==> src/otpp_pkg.sv <==
// constants, timings and types for the otp program-port host controller
package otpp_pkg;
  localparam int ADDR_W       = 17;
  localparam int DATA_W       = 8;
  localparam int PAGE_BYTES   = 4;
  localparam int PAGE_W       = PAGE_BYTES * DATA_W;
  localparam int CNT_W        = 13;
  localparam int MAX_ATTEMPTS = 10;
  localparam int ATT_W        = 4;

  // clock and pin timings
  localparam int CLK_PERIOD_PS = 25000;
  localparam int PULSE_TIME_NS = 100000;
  localparam int SETUP_TIME_NS = 100;
  localparam int ACCESS_TIME_NS = 200;
  localparam int ENTER_TIME_NS = 2000;

  // cycle counts: exact pulse, least times rounded up
  localparam logic [CNT_W-1:0] PULSE_CYC  = CNT_W'((PULSE_TIME_NS * 1000) / CLK_PERIOD_PS);
  localparam logic [CNT_W-1:0] SETUP_CYC  = CNT_W'((SETUP_TIME_NS * 1000 + CLK_PERIOD_PS - 1) / CLK_PERIOD_PS);
  localparam logic [CNT_W-1:0] ACCESS_CYC = CNT_W'((ACCESS_TIME_NS * 1000 + CLK_PERIOD_PS - 1) / CLK_PERIOD_PS);
  localparam logic [CNT_W-1:0] ENTER_CYC  = CNT_W'((ENTER_TIME_NS * 1000 + CLK_PERIOD_PS - 1) / CLK_PERIOD_PS);

  // address map of the device, attempt limit and attempt reset value
  localparam logic [ADDR_W-1:0] FIRST_ADDR = 17'h00000;
  localparam logic [ADDR_W-1:0] LAST_ADDR  = 17'h0EFFF;
  localparam logic [ATT_W-1:0]  ATT_MAX    = 4'hA;
  localparam logic [ATT_W-1:0]  ATT_RST    = 4'h0;

  typedef enum logic [1:0] {OP_READ, OP_BYTE, OP_PAGE} otpp_op_t;

  typedef enum logic [3:0] {
    S_IDLE, S_ENTER, S_LATCH_SET, S_LATCH_STB, S_PULSE, S_OUT_SET, S_OUT_READ, S_FINISH
  } otpp_state_t;
endpackage : otpp_pkg

==> src/otpp_timer_if.sv <==
// carrier between the sequencer and its wait timer
`timescale 1ns/10ps
interface otpp_timer_if;
  import otpp_pkg::*;
  logic             start;
  logic [CNT_W-1:0] len;
  logic             done;
  modport master (output start, output len, input done);
  modport timer  (input start, input len, output done);
endinterface : otpp_timer_if

==> src/otpp_timer.sv <==
// wait timer: done marks the len-th cycle after start
`timescale 1ns/10ps
module otpp_timer
  import otpp_pkg::*;
(
  // clock and reset
  input  wire logic   i_clk_sys,
  input  wire logic   i_rst_n,
  // control
  otpp_timer_if.timer tmr
);
  logic [CNT_W-1:0] cnt_reg;

  // load on start, then count down to zero
  always_ff @(posedge i_clk_sys)
  begin
    if (!i_rst_n)
      cnt_reg <= '0;
    else if (tmr.start)
      cnt_reg <= tmr.len;
    else if (cnt_reg != '0)
      cnt_reg <= cnt_reg - CNT_W'(1);
  end

  assign tmr.done = (cnt_reg == CNT_W'(1));
endmodule : otpp_timer

==> src/otpp_host.sv <==
// host controller that reads and programs the otp memory through its pins
// Contract
// - keep device reset low, supply level selected
// - supply fixed at read level during reads
// - address out; ce and oe low read data
// - page: ce, oe high, one 0.1 ms pulse
// - byte: ce low, oe high, 0.1 ms pulse
// - repeat pulse and verify, ten attempts at most
// - writes only within 0000H to EFFFH
`timescale 1ns/10ps
module otpp_host
  import otpp_pkg::*;
(
  // clock and reset
  input  wire logic                        i_clk_sys,
  input  wire logic                        i_rst_n,
  // command port
  input  wire logic                        i_cmd_valid,
  input  wire otpp_pkg::otpp_op_t          i_cmd_op,
  input  wire logic [otpp_pkg::ADDR_W-1:0] i_cmd_addr,
  input  wire logic [otpp_pkg::PAGE_W-1:0] i_cmd_wdata,
  output logic                             o_cmd_ready,
  output logic                             o_done,
  output logic [otpp_pkg::DATA_W-1:0]      o_rd_data,
  output logic                             o_fail,
  output logic                             o_range_err,
  output logic [otpp_pkg::ATT_W-1:0]       o_attempts,
  // device pins
  output logic                             o_dev_reset_n,
  output logic                             o_vpp_write,
  output logic                             o_ce_n,
  output logic                             o_oe_n,
  output logic                             o_program_pulse_n,
  output logic [otpp_pkg::ADDR_W-1:0]      o_prom_address_bus,
  output logic [otpp_pkg::DATA_W-1:0]      o_prom_data_bus,
  output logic                             o_prom_data_oe_n,
  input  wire logic [otpp_pkg::DATA_W-1:0] i_prom_data_bus
);
  import otpp_pkg::*;

  otpp_state_t       state_reg, state_next;
  otpp_op_t          op_reg;
  logic [ADDR_W-1:0] base_reg;
  logic [PAGE_W-1:0] wdata_reg;
  logic [1:0]        idx_reg;
  logic [ATT_W-1:0]  att_reg;
  logic              miss_reg;
  logic              mismatch;
  logic              last_byte;
  logic              out_of_range;
  logic [ADDR_W-1:0] end_addr;
  logic              vpp_next, ce_n_next, oe_n_next, pgm_n_next, drive_next;
  logic [DATA_W-1:0] exp_byte;

  otpp_timer_if tmr ();

  otpp_timer u_timer (
    .i_clk_sys (i_clk_sys),
    .i_rst_n   (i_rst_n),
    .tmr       (tmr)
  );

  // request checks and byte selection
  assign end_addr     = (i_cmd_op == OP_PAGE) ? {i_cmd_addr[ADDR_W-1:2], 2'b11} : i_cmd_addr;
  assign out_of_range = (i_cmd_op != OP_READ) && (end_addr > LAST_ADDR);
  assign exp_byte     = wdata_reg[{idx_reg, 3'b000} +: DATA_W];
  assign mismatch     = (i_prom_data_bus != exp_byte);
  assign last_byte    = (op_reg != OP_PAGE) || (idx_reg == 2'(PAGE_BYTES - 1));
  assign o_cmd_ready  = (state_reg == S_IDLE);

  // sequencer next state
  always_comb
  begin
    state_next = state_reg;
    case (state_reg)
      S_IDLE:
        if (i_cmd_valid)
          state_next = out_of_range ? S_FINISH : S_ENTER;
      S_ENTER:
        if (tmr.done)
          state_next = (op_reg == OP_READ) ? S_OUT_SET : S_LATCH_SET;
      S_LATCH_SET:
        if (tmr.done)
          state_next = (op_reg == OP_PAGE) ? S_LATCH_STB : S_PULSE;
      S_LATCH_STB:
        if (tmr.done)
          state_next = last_byte ? S_PULSE : S_LATCH_SET;
      S_PULSE:
        if (tmr.done)
          state_next = S_OUT_SET;
      S_OUT_SET:
        if (tmr.done)
          state_next = S_OUT_READ;
      S_OUT_READ:
        if (tmr.done)
        begin
          if (op_reg == OP_READ)
            state_next = S_FINISH;
          else if (!last_byte)
            state_next = S_OUT_SET;
          else if ((miss_reg || mismatch) && (att_reg < ATT_MAX))
            state_next = (op_reg == OP_PAGE) ? S_PULSE : S_LATCH_SET;
          else
            state_next = S_FINISH;
        end
      S_FINISH:
        state_next = S_IDLE;
      default:
        state_next = S_IDLE;
    endcase
  end

  // wait length for the state being entered
  always_comb
  begin
    tmr.start = (state_next != state_reg) && (state_next != S_IDLE) && (state_next != S_FINISH);
    case (state_next)
      S_ENTER:    tmr.len = ENTER_CYC;
      S_PULSE:    tmr.len = PULSE_CYC;
      S_OUT_READ: tmr.len = ACCESS_CYC;
      default:    tmr.len = SETUP_CYC;
    endcase
  end

  // state register
  always_ff @(posedge i_clk_sys)
  begin
    if (!i_rst_n)
      state_reg <= S_IDLE;
    else
      state_reg <= state_next;
  end

  // command capture, page base aligned to four bytes
  always_ff @(posedge i_clk_sys)
  begin
    if (!i_rst_n)
    begin
      op_reg    <= OP_READ;
      base_reg  <= FIRST_ADDR;
      wdata_reg <= '0;
    end
    else if ((state_reg == S_IDLE) && i_cmd_valid)
    begin
      op_reg    <= i_cmd_op;
      base_reg  <= (i_cmd_op == OP_PAGE) ? {i_cmd_addr[ADDR_W-1:2], 2'b00} : i_cmd_addr;
      wdata_reg <= i_cmd_wdata;
    end
  end

  // byte index within the page
  always_ff @(posedge i_clk_sys)
  begin
    if (!i_rst_n)
      idx_reg <= 2'h0;
    else if ((state_reg == S_IDLE) || (state_next == S_PULSE))
      idx_reg <= 2'h0;
    else if (tmr.done && !last_byte && ((state_reg == S_LATCH_STB) || (state_reg == S_OUT_READ)))
      idx_reg <= idx_reg + 2'h1;
  end

  // attempt count and verify miss tracking
  always_ff @(posedge i_clk_sys)
  begin
    if (!i_rst_n)
    begin
      att_reg  <= ATT_RST;
      miss_reg <= 1'b0;
    end
    else if (state_reg == S_IDLE)
    begin
      att_reg  <= ATT_RST;
      miss_reg <= 1'b0;
    end
    else
    begin
      if ((state_next == S_PULSE) && (state_reg != S_PULSE))
      begin
        att_reg  <= att_reg + ATT_W'(1);
        miss_reg <= 1'b0;
      end
      else if ((state_reg == S_OUT_READ) && tmr.done && (op_reg != OP_READ) && mismatch)
        miss_reg <= 1'b1;
    end
  end

  // results toward the user
  always_ff @(posedge i_clk_sys)
  begin
    if (!i_rst_n)
    begin
      o_done      <= 1'b0;
      o_rd_data   <= '0;
      o_fail      <= 1'b0;
      o_range_err <= 1'b0;
      o_attempts  <= ATT_RST;
    end
    else
    begin
      o_done <= (state_next == S_FINISH);
      if ((state_reg == S_IDLE) && i_cmd_valid)
      begin
        o_fail      <= 1'b0;
        o_range_err <= out_of_range;
      end
      if ((state_reg == S_OUT_READ) && tmr.done)
      begin
        o_rd_data <= i_prom_data_bus;
        if ((op_reg != OP_READ) && last_byte && (miss_reg || mismatch) && (att_reg >= ATT_MAX))
          o_fail <= 1'b1;
      end
      if (state_next == S_FINISH)
        o_attempts <= att_reg;
    end
  end

  // pin levels for each state
  always_comb
  begin
    vpp_next   = (state_next != S_IDLE) && (state_next != S_FINISH) && (op_reg != OP_READ);
    ce_n_next  = 1'b1;
    oe_n_next  = 1'b1;
    pgm_n_next = 1'b1;
    drive_next = 1'b0;
    case (state_next)
      S_LATCH_SET:
      begin
        ce_n_next  = (op_reg == OP_PAGE);
        drive_next = 1'b1;
      end
      S_LATCH_STB:
      begin
        oe_n_next  = 1'b0;
        drive_next = 1'b1;
      end
      S_PULSE:
      begin
        ce_n_next  = (op_reg == OP_PAGE);
        pgm_n_next = 1'b0;
        drive_next = (op_reg != OP_PAGE);
      end
      S_OUT_SET:
        ce_n_next = 1'b0;
      S_OUT_READ:
      begin
        ce_n_next = 1'b0;
        oe_n_next = 1'b0;
      end
      default:
        ce_n_next = 1'b1;
    endcase
  end

  // registered pins, bus released whenever the device may drive
  always_ff @(posedge i_clk_sys)
  begin
    if (!i_rst_n)
    begin
      o_dev_reset_n      <= 1'b0;
      o_vpp_write        <= 1'b0;
      o_ce_n             <= 1'b1;
      o_oe_n             <= 1'b1;
      o_program_pulse_n  <= 1'b1;
      o_prom_address_bus <= FIRST_ADDR;
      o_prom_data_bus    <= '0;
      o_prom_data_oe_n   <= 1'b1;
    end
    else
    begin
      o_dev_reset_n      <= 1'b0;
      o_vpp_write        <= vpp_next;
      o_ce_n             <= ce_n_next;
      o_oe_n             <= oe_n_next;
      o_program_pulse_n  <= pgm_n_next;
      o_prom_address_bus <= (op_reg == OP_PAGE) ? {base_reg[ADDR_W-1:2], idx_reg} : base_reg;
      o_prom_data_bus    <= exp_byte;
      o_prom_data_oe_n   <= !drive_next;
    end
  end

  // helper: length of the current program pulse
  logic [CNT_W-1:0] pulse_len_reg;
  always_ff @(posedge i_clk_sys)
  begin
    if (!i_rst_n || o_program_pulse_n)
      pulse_len_reg <= '0;
    else
      pulse_len_reg <= pulse_len_reg + CNT_W'(1);
  end

  // helper: page latch strobes ended so far in this command
  logic       oe_n_d_reg;
  logic [1:0] latched_reg;
  always_ff @(posedge i_clk_sys)
  begin
    oe_n_d_reg  <= !i_rst_n || o_oe_n;
    latched_reg <= (!i_rst_n || o_cmd_ready) ? 2'h0 : latched_reg + 2'(o_ce_n && o_oe_n && !oe_n_d_reg);
  end
endmodule : otpp_host

==> config.mk <==
export PLATFORM = sky130hd
export DESIGN_NAME = otpp_host
export DESIGN_NICKNAME = d
export VERILOG_FILES = /design/src/otpp_pkg.sv /design/src/otpp_timer_if.sv /design/src/otpp_timer.sv /design/src/otpp_host.sv
export SDC_FILE = /design/constraint.sdc
export NUM_CORES = 1
export LEC_CHECK = 0
export BUFFER_PORTS_ARGS = -buffer_cell sky130_fd_sc_hd__buf_2
export CAP_MARGIN = 40
export CORE_ASPECT_RATIO = 1.2
export CORE_MARGIN = 8
export CORE_UTILIZATION = 52
export DETAILED_ROUTE_END_ITERATION = 6
export GPL_ROUTABILITY_DRIVEN = 0
export MAX_ROUTING_LAYER = met4
export PLACE_DENSITY = 0.76
export SLEW_MARGIN = 20
export SYNTH_ARGS = -nofsm -noshare
export SYNTH_HDL_FRONTEND = slang
export SYNTH_SLANG_ARGS = --single-unit
==> constraint.sdc <==
create_clock -name i_clk_sys -period 4.3 [get_ports i_clk_sys]
set_clock_uncertainty 0.05 [all_clocks]
set_input_delay 0.86 -clock i_clk_sys [delete_from_list [all_inputs] [get_ports i_clk_sys]]
set_output_delay 0.86 -clock i_clk_sys [all_outputs]
set_load 0.02 [all_outputs]
==> flow_metrics.tcl <==
set metrics [dict create \
    finalCoreUtilization_pct 65.2 \
    synth.top_cell.area_share_pct 45.8 \
    synth_top_area_cell "dfxtp_1" \
    timing.final.max_slew_violations 0 \
    clk_root_buffer_cell "clkbuf_16" \
    synthesis.instances 588 \
    grt_max_degree 63 \
    drcViolationCount 0 \
    grt_pass1_vias 4591 \
    placeableCoreArea_mm2 0.00991 \
    power.sequential.fraction_pct 38.4 \
    first_element_of_the_critical_path "idx_reg[0]" \
    leakage_power_nw 2.60 \
    path_clk_slew_ps 50 \
    total_neg_setup_slack_ps 0 \
    grt_remaining_overflow 0 \
    final_net_count 753 \
    cellPowerDensity_mw_per_mm2 521 \
    wl_per_cell_um 16.5 \
    layout-drive-gt1-share_pct 22.6 \
    clk_path_buf_depth 2 \
    crit_required_ps 4550 \
    hpwl_mm 9.52 \
    fin_hold_viols 0 \
    die_height_um 126 \
    grt_setup_unrepaired "no" \
    critical_path_arrival_ps 3950 \
    number_of_synthesized_flops_with_an_enable_pin 0 \
    antenna_cells 0 \
    max_reg_flops 32 \
    fmaxAchievable_mhz 270 \
    buffer_ports.inserted 107 \
    drtIter0Drc 434 \
    multiInputGateArea_mm2 0.00267 \
    synth_area_leaders "dfxtp_1, nand2_1, a21boi_0, and2_1, mux4_2" \
    synth_top_flop_cell "dfxtp_1" \
    worst_ir_drop_vdd_v 0.000326 \
    groute.usage.overall_pct 21.0 \
    clock_tree.htree_level_count 4 \
    area_delta_synth_final_pct 23.2 \
    num_vias 4545 \
    std_cell_rows 40 \
    synth_area_per_cell_um2 8.92 \
    ant_nets 0 \
    max-slew-margin-rel_pct 42.3 \
    critical_path.endpoint "u_timer.cnt_reg[9]" \
    boundaryPins 109 \
    cts-buffers-inserted 17 \
    post_synth_most_frequent_cells "nand2_1, dfxtp_1, a21boi_0, clkbuf_1, and2_1" \
    outcome "complete, no violations" \
    tritoncts "built" \
    clk_latency_ps 410 \
    cts.sink_count 120 \
    worst_setup_path_end_kind "flop" \
    slowest_stage "dfxtp_1" \
    final.fill_count 842 \
    reg2reg_depth 9 \
    timing.rr.start "idx_reg[0]" \
    asyncSetResetFlopFracSynth_pct 0 \
    yosysUniqueCellTypes 57 \
    critPathLaunchType "flop" \
    drv_cap 0 \
    die-width_um 108 \
    synth.yosys.warnings 0 \
    min_from "base_reg[15]" \
    fin_crit_ps 3700 \
    drt_wl_total_mm 13.6 \
    whs_path_depth 1 \
    number_of_antenna_violations_at_the_first_check_in_global_routing 0 \
    post_drt_via_cell_ratio 5.52 \
    power.clock.fraction_pct 42.6 \
    cts_resized 0 \
    worst_path_largest_cell_delay_ps 790 \
    finalCritPeriodShare_pct 86.2 \
    grt_first_pass_wirelength_mm 22.1 \
    ff2ff_setup_slack_ps 600 \
    post_cts_buffers 0 \
    crit_fanout 16 \
    dieArea_mm2 0.0136 \
    cell_internal_pwr_w 0.00243 \
    initial_core_util_pct 52.9 \
    first_pass_iters 5 \
    post_synth_instance_area_mm2 0.00524 \
    worst_min_delay_path_class "flop to flop" \
    sequential_cell_area_fraction_in_the_yosys_report_pct 45.8 \
    timing.critical_path.cells "mux4_2 -> xor2_1 -> a2111o_1 -> o2111ai_2 -> a2bb2oi_1 -> a2111oi_4 -> o32ai_1 -> buf_4 -> o31ai_1" \
    yosys.cell_count.top_type "nand2_1" \
    p_sw_share_pct 27.9 \
    power.combinational.fraction_pct 19.1 \
    postSynthRegisterBits 120 \
    tightestPinTransition_ps 861 \
    setup_viol_count_final 0 \
    seq_area_mm2 0.00240 \
    crit_type "flop to flop" \
    net-switching-power_w 0.000939 \
    hold_buffers 0 \
    critical_path.reg2reg.endpoint "u_timer.cnt_reg[9]" \
]
## logic make-up (layout without fill, tap and decap cells)
logic type      Yosys count  after routing  share of synthesized area (%)
mux                      17             17                           4.94
flops                   120            120                           45.8
fa+ha+maj                 5              5                           1.19
buf+inv                  43            152                           3.46
compound gates          128            128                           18.5
xor+xnor                 22             22                           3.67
other cells               1              2                         0.0715
simple gates            252            252                           22.3
## metrics by stage
step / setup WS (ps) / cell area, um^2 / total power, W / hold WS (ps) / instances
after floorplan: 1110 / 5250 / 0.00177 / 380 / 589
after global placement: 743 / 5820 / 0.00191 / 387 / 791
after detailed placement: 645 / 5820 / 0.00193 / 390 / 791
after CTS: 600 / 6420 / 0.00337 / 405 / 822
after global routing: 396 / 6460 / 0.00351 / 413 / 824
final: 596 / 6460 / 0.00337 / 403 / 824
## layer usage
layer	vias up	global-route usage, %	wire length, um
met5	-	-	0
met4	0	8.76	368
met3	33	6.84	915
met2	176	33.4	6770
met1	2123	23.7	5580
li1	2213	-	-
## cells in the final DEF, fill, tap and decap left out, drive strengths merged, types with 10 or more instances in the layout
cell type    n
nand2      142
dfxtp      120
buf        113
a21boi      63
and2        27
clkbuf      23
nor2        22
xnor2       16
o21ai       12
nor2b       11
nor4        10
## worst min-delay path by stage
| stage | endpoint |
|---|---|
| 2_1_floorplan | o_prom_address_bus[10] |
| 3_3_place_gp | o_prom_address_bus[15] |
| 3_5_place_dp | o_prom_address_bus[12] |
| 4_1_cts | o_prom_address_bus[12] |
| 5_1_grt | o_prom_address_bus[9] |
| 6_report | o_prom_address_bus[15] |
## power groups by stage
| stage | registers (W) | logic [W] | clock network (W) |
|---|---|---|---|
| finish | 0.00129 | 0.000642 | 0.00143 |
| global placement | 0.00130 | 0.000602 | 0 |
| floorplan | 0.00130 | 0.000471 | 0 |
| detailed placement | 0.00131 | 0.000621 | 0 |
| global route | 0.00130 | 0.000712 | 0.00150 |
| CTS | 0.00129 | 0.000635 | 0.00145 |
## layout make-up
type | instances | share of cell area, %
clock buffer | 23 | 7.40
tap | 126 | 2.44
sequential | 120 | 37.2
clock inverter | 8 | 1.86
timing repair buffer | 113 | 9.37
inverter | 8 | 0.465
multi-input combinational | 426 | 41.3
## worst max-delay path, delay by kind of cell (launching register included)
kind	cells	cell delay, ps
buf+inv	1	200
mux	1	620
xor+xnor	1	160
flops	1	790
compound gates	6	1780
Note: power is estimated with default switching activity, not from simulation.
